<file path="src/hdl/dma_sizer_pkg.sv">
// Constants, carriers and state types for the DMA transfer alignment sizer
package dma_sizer_pkg;

    // ==========================================================
    // Widths
    localparam int ADDR_W = 32;
    localparam int COUNT_W = 24;
    localparam int THR_W = 8;

    // ==========================================================
    // Host transfer size codes as driven on the size lines
    localparam logic [1:0] SIZ_LONG = 2'h0;
    localparam logic [1:0] SIZ_BYTE = 2'h1;
    localparam logic [1:0] SIZ_WORD = 2'h2;
    localparam logic [1:0] SIZ_LINE = 2'h3;

    // ==========================================================
    // Byte counts moved per cycle, and the burst floor
    localparam logic [COUNT_W-1:0] BYTES_BYTE = 24'h000001;
    localparam logic [COUNT_W-1:0] BYTES_WORD = 24'h000002;
    localparam logic [COUNT_W-1:0] BYTES_LONG = 24'h000004;
    localparam logic [COUNT_W-1:0] BYTES_LINE = 24'h000010;
    localparam logic [COUNT_W-1:0] BURST_MIN_COUNT = 24'h000020;
    localparam logic [COUNT_W-1:0] COUNT_ZERO = 24'h000000;

    // ==========================================================
    // Address field positions and values
    localparam int ADDR_ODD_BYTE_BIT = 0;
    localparam int ADDR_ODD_WORD_BIT = 1;
    localparam int LINE_OFS_W = 4;
    localparam logic [LINE_OFS_W-1:0] LINE_OFS_ZERO = 4'h0;
    localparam logic [THR_W-1:0] BEATS_ZERO = 8'h00;
    localparam logic [THR_W-1:0] BEAT_ONE = 8'h01;

    // ==========================================================
    // Sequencer states, Gray coded along idle, bus, done
    typedef enum logic [1:0] {
        ST_IDLE = 2'b00,
        ST_BUS = 2'b01,
        ST_DONE = 2'b11
    } sizer_fsm_t;

    // One host bus cycle as offered to the bus controller
    typedef struct packed {
        logic [ADDR_W-1:0] addr;
        logic [1:0] size;
        logic burst_line;
        logic last_own;
    } host_cycle_t;

    // Block transfer request from the engine core
    typedef struct packed {
        logic [ADDR_W-1:0] addr;
        logic [COUNT_W-1:0] count;
        logic [THR_W-1:0] threshold;
    } block_job_t;

    // Whole state of the sizer
    typedef struct packed {
        sizer_fsm_t fsm;
        logic [ADDR_W-1:0] addr;
        logic [COUNT_W-1:0] count;
        logic burst_ok;
        logic head;
        logic [THR_W-1:0] beats;
        logic [THR_W-1:0] threshold;
        host_cycle_t cyc;
        logic done;
    } sizer_state_t;

    // Bytes moved by a cycle of the given size code
    function automatic logic [COUNT_W-1:0] bytes_of(input logic [1:0] size);
        case (size)
            SIZ_BYTE: bytes_of = BYTES_BYTE;
            SIZ_WORD: bytes_of = BYTES_WORD;
            SIZ_LINE: bytes_of = BYTES_LINE;
            default: bytes_of = BYTES_LONG;
        endcase
    endfunction

endpackage

</file>
<file path="src/hdl/dma_transfer_alignment_sizer.sv">
// Host bus cycle sizing for misaligned DMA block transfers
`timescale 1ns/10ps
`default_nettype none

module dma_transfer_alignment_sizer (
    input wire logic clk_sys,
    input wire logic reset,
    input wire logic start,
    input wire dma_sizer_pkg::block_job_t job,
    input wire logic bus_async,
    output logic cyc_valid,
    output dma_sizer_pkg::host_cycle_t cyc,
    input wire logic cyc_ack,
    input wire logic burst_ack_n,
    input wire logic burst_inhibit_n,
    output logic busy,
    output logic done,
    output logic [dma_sizer_pkg::COUNT_W-1:0] remaining
);
    import dma_sizer_pkg::*;

    sizer_state_t st_reg;
    sizer_state_t st_next;
    logic ack_burst_ok;
    logic [COUNT_W-1:0] cyc_bytes;
    logic [ADDR_W-1:0] addr_adv;
    logic [COUNT_W-1:0] count_adv;
    logic [THR_W-1:0] beats_adv;
    logic head_adv;

    // ==========================================================
    // Cycle planner
    // Picks the widest cycle the address alignment, count and burst permission allow.
    // Comparisons on the count keep the tail from overrunning the block.
    function automatic host_cycle_t plan(
        input logic [ADDR_W-1:0] addr,
        input logic [COUNT_W-1:0] count,
        input logic ok,
        input logic head,
        input logic [THR_W-1:0] beats,
        input logic [THR_W-1:0] thr
    );
        host_cycle_t c;
        logic head_now;
        logic group_end;
        c = '0;
        head_now = head && (addr[LINE_OFS_W-1:0] != LINE_OFS_ZERO);
        group_end = ((beats + BEAT_ONE) >= thr);
        c.addr = addr;
        if (addr[ADDR_ODD_BYTE_BIT] || (count < BYTES_WORD)) begin
            c.size = SIZ_BYTE;
        end else if (addr[ADDR_ODD_WORD_BIT] || (count < BYTES_LONG)) begin
            c.size = SIZ_WORD;
        end else if ((addr[LINE_OFS_W-1:0] != LINE_OFS_ZERO)
                     || (count <= BURST_MIN_COUNT) || !ok) begin
            c.size = SIZ_LONG;
        end else begin
            c.size = SIZ_LINE;
            c.burst_line = 1'b1;
        end
        // No size code covers three bytes, so none can be planned
        if (c.burst_line) begin
            c.last_own = 1'b1;
        end else if (head_now) begin
            c.last_own = 1'b1;
        end else if (count == bytes_of(c.size)) begin
            c.last_own = 1'b1;
        end else if (!ok && (c.size == SIZ_LONG)) begin
            c.last_own = group_end;
        end else begin
            c.last_own = 1'b0;
        end
        return c;
    endfunction

    // ==========================================================
    // Burst permission from the answer of the cycle being acknowledged
    always_comb begin
        if (bus_async) begin
            ack_burst_ok = !burst_ack_n;
        end else begin
            ack_burst_ok = burst_inhibit_n;
        end
    end

    // Advance of address and count by the bytes of the current cycle
    always_comb begin
        cyc_bytes = bytes_of(st_reg.cyc.size);
        addr_adv = st_reg.addr + {{(ADDR_W-COUNT_W){1'b0}}, cyc_bytes};
        count_adv = st_reg.count - cyc_bytes;
        head_adv = st_reg.head && (st_reg.addr[LINE_OFS_W-1:0] != LINE_OFS_ZERO);
        if (st_reg.cyc.last_own) begin
            beats_adv = BEATS_ZERO;
        end else begin
            beats_adv = st_reg.beats + BEAT_ONE;
        end
    end

    // ==========================================================
    // Sequencer next state
    always_comb begin
        st_next = st_reg;
        st_next.done = 1'b0;
        case (st_reg.fsm)
            ST_IDLE: begin
                if (start && (job.count != COUNT_ZERO)) begin
                    st_next.fsm = ST_BUS;
                    st_next.addr = job.addr;
                    st_next.count = job.count;
                    st_next.threshold = job.threshold;
                    st_next.burst_ok = 1'b1;
                    st_next.head = 1'b1;
                    st_next.beats = BEATS_ZERO;
                    st_next.cyc = plan(job.addr, job.count, 1'b1, 1'b1,
                                       BEATS_ZERO, job.threshold);
                end else if (start) begin
                    st_next.fsm = ST_DONE;
                end
            end
            ST_BUS: begin
                if (cyc_ack) begin
                    st_next.addr = addr_adv;
                    st_next.count = count_adv;
                    st_next.burst_ok = ack_burst_ok;
                    st_next.head = head_adv;
                    st_next.beats = beats_adv;
                    if (count_adv == COUNT_ZERO) begin
                        st_next.fsm = ST_DONE;
                    end else begin
                        st_next.cyc = plan(addr_adv, count_adv, ack_burst_ok,
                                           head_adv, beats_adv, st_reg.threshold);
                    end
                end
            end
            ST_DONE: begin
                st_next.fsm = ST_IDLE;
                st_next.done = 1'b1;
            end
            default: begin
                st_next.fsm = ST_IDLE;
            end
        endcase
    end

    // State register, synchronous reset
    always_ff @(posedge clk_sys) begin
        if (reset) begin
            st_reg <= '0;
        end else begin
            st_reg <= st_next;
        end
    end

    // ==========================================================
    // Outputs; request is combinational, data from the state register
    assign cyc_valid = (st_reg.fsm == ST_BUS);
    assign cyc = st_reg.cyc;
    assign busy = (st_reg.fsm != ST_IDLE);
    assign done = st_reg.done;
    assign remaining = st_reg.count;

    // ==========================================================
    // Checks
    chk_odd_byte: assert property (@(posedge clk_sys) disable iff (reset)
        cyc_valid && cyc.addr[ADDR_ODD_BYTE_BIT] |-> cyc.size == SIZ_BYTE)
        else $error("odd byte address not served by a byte cycle");

    chk_word_align: assert property (@(posedge clk_sys) disable iff (reset)
        cyc_valid && !cyc.addr[ADDR_ODD_BYTE_BIT] && cyc.addr[ADDR_ODD_WORD_BIT]
        && (remaining >= BYTES_WORD) |-> cyc.size == SIZ_WORD)
        else $error("odd word address not served by a word cycle");

    chk_long_align: assert property (@(posedge clk_sys) disable iff (reset)
        cyc_valid && !cyc.addr[ADDR_ODD_BYTE_BIT] && !cyc.addr[ADDR_ODD_WORD_BIT]
        && (cyc.addr[LINE_OFS_W-1:0] != LINE_OFS_ZERO)
        && (remaining >= BYTES_LONG) |-> cyc.size == SIZ_LONG)
        else $error("long word alignment phase used wrong width");

    chk_line_burst: assert property (@(posedge clk_sys) disable iff (reset)
        cyc_valid && (cyc.addr[LINE_OFS_W-1:0] == LINE_OFS_ZERO)
        && (remaining > BURST_MIN_COUNT) && st_reg.burst_ok
        |-> cyc.size == SIZ_LINE && cyc.burst_line)
        else $error("line burst not used at line boundary");

    chk_line_owner: assert property (@(posedge clk_sys) disable iff (reset)
        cyc_valid && cyc.burst_line && cyc_ack
        |=> cyc.addr == $past(cyc.addr) + {{(ADDR_W-COUNT_W){1'b0}}, BYTES_LINE} || !cyc_valid)
        else $error("line burst did not move sixteen bytes");

    chk_async_off: assert property (@(posedge clk_sys) disable iff (reset)
        cyc_valid && cyc_ack && bus_async && burst_ack_n |=> !cyc.burst_line)
        else $error("burst attempted without acknowledge");

    chk_sync_off: assert property (@(posedge clk_sys) disable iff (reset)
        cyc_valid && cyc_ack && !bus_async && !burst_inhibit_n |=> !cyc.burst_line)
        else $error("burst attempted while inhibited");

    chk_cycle_fits: assert property (@(posedge clk_sys) disable iff (reset)
        cyc_valid |-> bytes_of(cyc.size) <= remaining)
        else $error("cycle wider than remaining bytes");

    chk_count_step: assert property (@(posedge clk_sys) disable iff (reset)
        cyc_valid && cyc_ack
        |=> remaining == $past(remaining) - bytes_of($past(cyc.size)))
        else $error("count not reduced by bytes moved");

    chk_head_single: assert property (@(posedge clk_sys) disable iff (reset)
        cyc_valid && st_reg.head && (cyc.addr[LINE_OFS_W-1:0] != LINE_OFS_ZERO)
        |-> cyc.last_own)
        else $error("alignment cycle shared an ownership");

    // ==========================================================
    // Size codes, burst permission and ownership ends
    chk_burst_code: assert property (@(posedge clk_sys) disable iff (reset)
        cyc_valid |-> (cyc.size == SIZ_LINE) == cyc.burst_line)
        else $error("burst marker and size code disagree");

    chk_line_span: assert property (@(posedge clk_sys) disable iff (reset)
        cyc_valid && cyc.burst_line
        |-> (remaining > BURST_MIN_COUNT) && (cyc.addr[LINE_OFS_W-1:0] == LINE_OFS_ZERO))
        else $error("line burst off a boundary or too near the end");

    chk_line_single: assert property (@(posedge clk_sys) disable iff (reset)
        cyc_valid && cyc.burst_line |-> cyc.last_own)
        else $error("line burst did not end its ownership");

    chk_burst_refused: assert property (@(posedge clk_sys) disable iff (reset)
        cyc_valid && !st_reg.burst_ok |-> !cyc.burst_line)
        else $error("line burst planned after refusal");

    // Threshold zero behaves as one, so each long ends its ownership
    chk_group_end: assert property (@(posedge clk_sys) disable iff (reset)
        cyc_valid && !st_reg.burst_ok && (cyc.size == SIZ_LONG)
        && (st_reg.threshold <= BEAT_ONE) |-> cyc.last_own)
        else $error("single beat group kept the ownership");

    // ==========================================================
    // Block tail and block end
    // Once the count is down to the burst floor, bursting never resumes
    chk_tail_nolines: assert property (@(posedge clk_sys) disable iff (reset)
        cyc_valid && cyc_ack && (remaining <= BURST_MIN_COUNT) |=> !cyc.burst_line)
        else $error("line burst after the tail began");

    chk_word_tail: assert property (@(posedge clk_sys) disable iff (reset)
        cyc_valid && cyc_ack && (cyc.size == SIZ_WORD) && (remaining < BYTES_LONG)
        |=> !cyc_valid || (cyc.size == SIZ_BYTE))
        else $error("tail word not followed by a byte or the end");

    // The byte count must land exactly on zero
    chk_done_end: assert property (@(posedge clk_sys) disable iff (reset)
        cyc_valid && cyc_ack && (remaining == bytes_of(cyc.size)) |=> !cyc_valid ##1 done)
        else $error("final cycle not followed by the done pulse");

    chk_done_pulse: assert property (@(posedge clk_sys) disable iff (reset)
        done |=> !done)
        else $error("done held longer than one cycle");

    // ==========================================================
    // Job intake, request hold and reset
    chk_job_load: assert property (@(posedge clk_sys) disable iff (reset)
        start && !busy && (job.count != COUNT_ZERO)
        |=> cyc_valid && (remaining == $past(job.count)) && (cyc.addr == $past(job.addr)))
        else $error("job not loaded into the first cycle");

    // Also shows that a start while busy leaves the pending cycle alone
    chk_cycle_hold: assert property (@(posedge clk_sys) disable iff (reset)
        cyc_valid && !cyc_ack |=> cyc_valid && $stable(cyc) && $stable(remaining))
        else $error("pending cycle changed before its acknowledge");

    // No disable here: this one looks at the reset itself
    chk_reset_idle: assert property (@(posedge clk_sys)
        reset |=> !busy && !cyc_valid && !done && (remaining == COUNT_ZERO))
        else $error("outputs not idle after reset");

    cov_line_burst: cover property (@(posedge clk_sys) disable iff (reset)
        cyc_valid && cyc.burst_line && cyc_ack);
    cov_noncache: cover property (@(posedge clk_sys) disable iff (reset)
        cyc_valid && !st_reg.burst_ok && cyc.size == SIZ_LONG && !cyc.last_own && cyc_ack);
    cov_odd_done: cover property (@(posedge clk_sys) disable iff (reset)
        start && job.addr[ADDR_ODD_BYTE_BIT] ##[1:300] done);

    // Width change inside one ownership, and a start that arrives while busy
    cov_tail_change: cover property (@(posedge clk_sys) disable iff (reset)
        cyc_valid && cyc_ack && !cyc.last_own ##1 cyc_valid && (cyc.size != $past(cyc.size)));
    cov_busy_start: cover property (@(posedge clk_sys) disable iff (reset)
        start && cyc_valid);

endmodule // dma_transfer_alignment_sizer

`default_nettype wire

</file>
<file path="config.mk">
export PLATFORM = sky130hd
export DESIGN_NAME = dma_transfer_alignment_sizer
export DESIGN_NICKNAME = d
export VERILOG_FILES = /design/src/hdl/dma_sizer_pkg.sv /design/src/hdl/dma_transfer_alignment_sizer.sv
export SDC_FILE = /design/constraint.sdc
export NUM_CORES = 1
export LEC_CHECK = 0
export ABC_AREA = 1
export BUFFER_PORTS_ARGS = -buffer_cell sky130_fd_sc_hd__buf_4
export CAP_MARGIN = 20
export CELL_PAD_IN_SITES_DETAIL_PLACEMENT = 0
export CELL_PAD_IN_SITES_GLOBAL_PLACEMENT = 1
export CORE_MARGIN = 4
export CORE_UTILIZATION = 36
export DETAILED_ROUTE_END_ITERATION = 10
export PLACE_DENSITY = 0.78
export SYNTH_ARGS = -nofsm -noshare
export SYNTH_HDL_FRONTEND = slang
export SYNTH_SLANG_ARGS = --single-unit
</file>
<file path="constraint.sdc">
create_clock -name clk_sys -period 6.2 [get_ports clk_sys]
set_input_delay 0.93 -clock clk_sys [delete_from_list [all_inputs] [get_ports clk_sys]]
set_output_delay 0.93 -clock clk_sys [all_outputs]
set_load 0.03 [all_outputs]
</file>
==> PnR_summary.wiki <==
{| class="wikitable"
! Metric !! Value
|-
| Result of the run || completed
|-
| Placeable Area || 21,200 um2
|-
| Worst-skew pair later-pin latency || 0.37 ns
|-
| Height of the chip || around 150 um
|-
| Die ar. || between 20,000 and 25,000 um2
|-
| Area added between synthesis and finish || 12.7%
|-
| Last weighted congestion value of the routability-driven placer || just under 0.9
|-
| Top Ports || 134
|-
| Routed Antenna Nets || 0
|-
| Number of DRC markers after the initial detailed-route iteration || 462
|-
| Final Critical Period || 4.49 ns
|-
| EDFF count, synth || 0
|-
| Worst-case clock buffer depth || 2
|-
| Pin count of the biggest net entering global routing || 69
|-
| Drt total wl || 23,700 um
|-
| Clock tree from TritonCTS || done
|-
| Standby leakage power || 4.10 nW
|-
| WP data arrival || between 4 and 5 ns
|-
| Post-synthesis cell area || ~7800 um2
|-
| Critical Path Source Type || register
|-
| # resized after CTS || 0
|-
| Cells along the critical path || inv_1, nor2_1, ha_1, inv_1, fa_1, nand2_1, nand2_2, nand2_2, nand2_2, nor2_2, nand3_1, nand2_1, nand3_1, nor2_2, nand4_1, nand3b_4, o21ai_4, inv_4, nand2_1, a21oi_1, a21oi_1
|-
| Number of global-route vias before repair || around 7,100
|-
| Die boundary width || 155 um
|-
| Clock transition at the registers of the reported paths || around 0.08 ns
|-
| Largest stage delay, worst path || 0.66 ns
|-
| Root buffer cell || sky130_fd_sc_hd__clkbuf_16
|-
| Post-placement setup slack || between 1.5 and 2 ns
|-
| Storage cell area || 2240 um2
|-
| Maximum fanout count along the critical path || 46
|-
| Area leader, netlist || sky130_fd_sc_hd__dfxtp_1
|-
| Final count of negative-setup-slack endpoints || 0
|-
| Number of max-slew violations in the final report || 0
|-
| Number of hold violations in the final report || 0
|-
| Critical-path cell with the highest stage delay || sky130_fd_sc_hd__o21ai_4
|-
| # fillers || 2,316
|-
| HP Class || register to register
|-
| DRC violations left || 0
|-
| Critical path depth || 21
|-
| Remaining global-route overflow || 0
|-
| Setup repair after global routing missed its margin || no
|-
| Num CTS Buffers || 9
|-
| Synth warn || 0
|-
| Highest clock frequency the design can meet || 223 MHz
|-
| Number of sinks on the clock net || 112
|-
| Category of cells accounting for the largest share of critical-path delay || simple AND/OR/NAND/NOR gates
|-
| Buffer and inverter count on the worst path || 3
|-
| Total of flip-flops plus latches after synthesis || 112
|-
| Number of vias per cell after detailed routing || 5.08
|-
| Initial Utilization || 36.8%
|-
| Setup slack after layout || 1.71 ns
|-
| Commonest register cell after synthesis || sky130_fd_sc_hd__dfxtp_1
|-
| CTS hold repair buffers || 0
|-
| Share of post-route cells with drive strength above 1 || 15.1%
|-
| Antenna fix cells || 0
|-
| DR pass1 iterations || 6
|-
| Number of placement rows || 53
|-
| Detail-routed net length per standard cell || between 15 and 20 um
|-
| Critical path type || register to register
|-
| Post-DP HPWL || 17,100 um
|-
| Number of cells on the worst hold path || 2
|-
| Count of max-cap constraint violations || 0
|-
| Vias || 7,742
|-
| Number of antenna violations at the first check in global routing || 0
|-
| Wire length of the first global-routing pass || 37,500 um
|-
| Gate Count Post-Synth || 1,201
|-
| Setup Skew || 0.00985 ns
|-
| Final critical-path share of the clock period || 72.4%
|-
| Number of flip-flops in the largest register || 51
|-
| Total Routing Usage GR || approximately a fifth
|-
| Mean area per synthesized cell || 6.48 um2
|-
| Multi-input combinational cell area || 4230 um2
|-
| Number of different library cells in the post-synthesis netlist || 54
|-
| Final net count || 1,335
|-
| Setup repair bufs after CTS || 0
|-
| Sum of negative setup slack || 0 ns
|-
| Worst reg2reg path depth || 21
|-
| Max IR drop VDD || 0.121 mV
|-
| Post-Synthesis Net Count || 1,292
|-
| H-tree depth || 3
|-
| Category of the worst setup path capture point || register
|-
| Least-Margin Pin Slew || a little over 1 ns
|-
| Seq/Total Area, Yosys || between 20 and 30%
|-
| Async set-reset flop share out of synthesis || 0%
|-
| Share of the synthesized area in the top cell type || 28.8%
|-
| Power per cell area || 275 nW/um2
|-
| Biggest area contributors in the synthesized netlist || sky130_fd_sc_hd__dfxtp_1 (29%), sky130_fd_sc_hd__nand2_1 (13%), sky130_fd_sc_hd__inv_1 (7.4%)
|-
| I/O Buffers || 133
|-
| Tightest slew margin relative to the limit || 31.5%
|-
| Worst Path Required || 6.49 ns
|}
==> synth_stat cells (2+ instances only) <==
cell type / number
sky130_fd_sc_hd__o22ai_1: 2
sky130_fd_sc_hd__nor3_1: 33
sky130_fd_sc_hd__a32o_1: 2
sky130_fd_sc_hd__a211oi_1: 10
sky130_fd_sc_hd__nor2_4: 3
sky130_fd_sc_hd__nand2_2: 5
sky130_fd_sc_hd__or2_2: 2
sky130_fd_sc_hd__and2_1: 3
sky130_fd_sc_hd__a31oi_1: 16
sky130_fd_sc_hd__ha_1: 18
sky130_fd_sc_hd__inv_1: 154
sky130_fd_sc_hd__buf_4: 73
sky130_fd_sc_hd__xor2_1: 12
sky130_fd_sc_hd__o211ai_1: 21
sky130_fd_sc_hd__buf_2: 3
sky130_fd_sc_hd__fa_1: 2
sky130_fd_sc_hd__a21oi_1: 67
sky130_fd_sc_hd__a21oi_2: 2
sky130_fd_sc_hd__o21ai_0: 76
sky130_fd_sc_hd__dfxtp_1: 112
sky130_fd_sc_hd__buf_6: 5
sky130_fd_sc_hd__a221oi_1: 5
sky130_fd_sc_hd__nor2_1: 129
sky130_fd_sc_hd__nand3b_1: 3
sky130_fd_sc_hd__o21ai_1: 15
sky130_fd_sc_hd__xnor2_1: 6
sky130_fd_sc_hd__clkbuf_1: 25
sky130_fd_sc_hd__nand3_1: 52
sky130_fd_sc_hd__o21bai_1: 10
sky130_fd_sc_hd__nand4_1: 23
sky130_fd_sc_hd__nand2_1: 265
sky130_fd_sc_hd__nor4_1: 3
sky130_fd_sc_hd__inv_2: 4
sky130_fd_sc_hd__a22o_1: 7
sky130_fd_sc_hd__o221ai_1: 4
sky130_fd_sc_hd__nor2_2: 11
==> area by class of cell <==
| cell class | count | share of cell area (%) |
|---|---|---|
| Clock inverter | 5 | 0.542 |
| Inverter | 160 | 6.88 |
| Multi-Input combinational cell | 822 | 48.3 |
| Clock buffer | 11 | 2.77 |
| Timing Repair Buffer | 139 | 12.0 |
| Sequential cell | 112 | 25.6 |
| Tap cell | 275 | 3.93 |
==> worst min-delay path, cell delays in order, from the launching register on <==
cell	delay (ns)
sky130_fd_sc_hd__dfxtp_1	0.32
sky130_fd_sc_hd__nand2_1	0.06
sky130_fd_sc_hd__nor2_1	0.03
==> layer usage <==
| layer | vias up | global-route usage (%) | routed length (um) |
|---|---|---|---|
| met5 | - | 0 | 0 |
| met4 | 0 | 5.97 | 459 |
| met3 | 25 | 3.03 | 1350 |
| met2 | 210 | 29.9 | 10300 |
| met1 | 3559 | 27.4 | 11600 |
| li1 | 3948 | - | - |
==> per-stage QoR <==
| stage | hold slack [ns] | total power, mW | instance area (um2) | cells | utilization, % |
|---|---|---|---|---|---|
| CTS | 0.460 | 2.43 | 8750 | 1523 | 41.3 |
| finish | 0.455 | 2.41 | 8770 | 1524 | 41.4 |
| floorplan | 0.423 | 1.60 | 7780 | 1201 | - |
| global placement | 0.447 | 1.81 | 8460 | 1507 | 40.0 |
| detailed placement | 0.448 | 1.82 | 8460 | 1507 | 40.0 |
| global route | 0.487 | 2.58 | 8770 | 1524 | 41.4 |
==> cells in the final DEF (no fill, tap or decap), drive strengths merged, types with 2 or more instances in the layout <==
master / count
nand2: 270
inv: 162
nor2: 143
buf: 139
dfxtp: 112
o21ai: 93
a21oi: 69
nand3: 53
nor3: 33
nand4: 23
o211ai: 21
ha: 18
a31oi: 16
xor2: 12
clkbuf: 11
a211oi: 10
o21bai: 10
a22o: 7
xnor2: 6
a221oi: 5
o221ai: 4
nand3b: 4
nor4: 4
and2: 3
or2: 2
a32o: 2
o22ai: 2
fa: 2
clkinv: 2
==> final timing paths <==
| kind | start | end | slack, ns |
|---|---|---|---|
| setup / recovery | cyc[2]$_SDFFE_PP0P_ | cyc[0]$_SDFFE_PP0P_ | 1.71 |
| hold / removal | st_reg[111]$_SDFFE_PP0P_ | done$_SDFF_PP0_ | 0.46 |
| setup reg to reg | cyc[2]$_SDFFE_PP0P_ | cyc[0]$_SDFFE_PP0P_ | 1.71 |
| hold reg to reg | st_reg[111]$_SDFFE_PP0P_ | done$_SDFF_PP0_ | 0.46 |
==> report_power, final <==
part	total [mW]	switching, mW	internal (mW)
logic	0.935	0.620	0.315
registers	0.874	0.0769	0.797
clock network	0.606	0.313	0.293
total	2.41	1.01	1.41
==> cell families (layout without fill, tap and decap cells) <==
group	count (synthesis)	after routing	synth area share [%]
flip-flops	112	112	28.8
AND/OR/NAND/NOR	536	536	29.6
XOR/XNOR	18	18	2.03
AO/OA/AOI/OAI	248	248	19.1
buffers and inverters	267	315	17.0
adder cells (fa/ha/maj)	20	20	3.41
(Power assumes the default switching activity.)
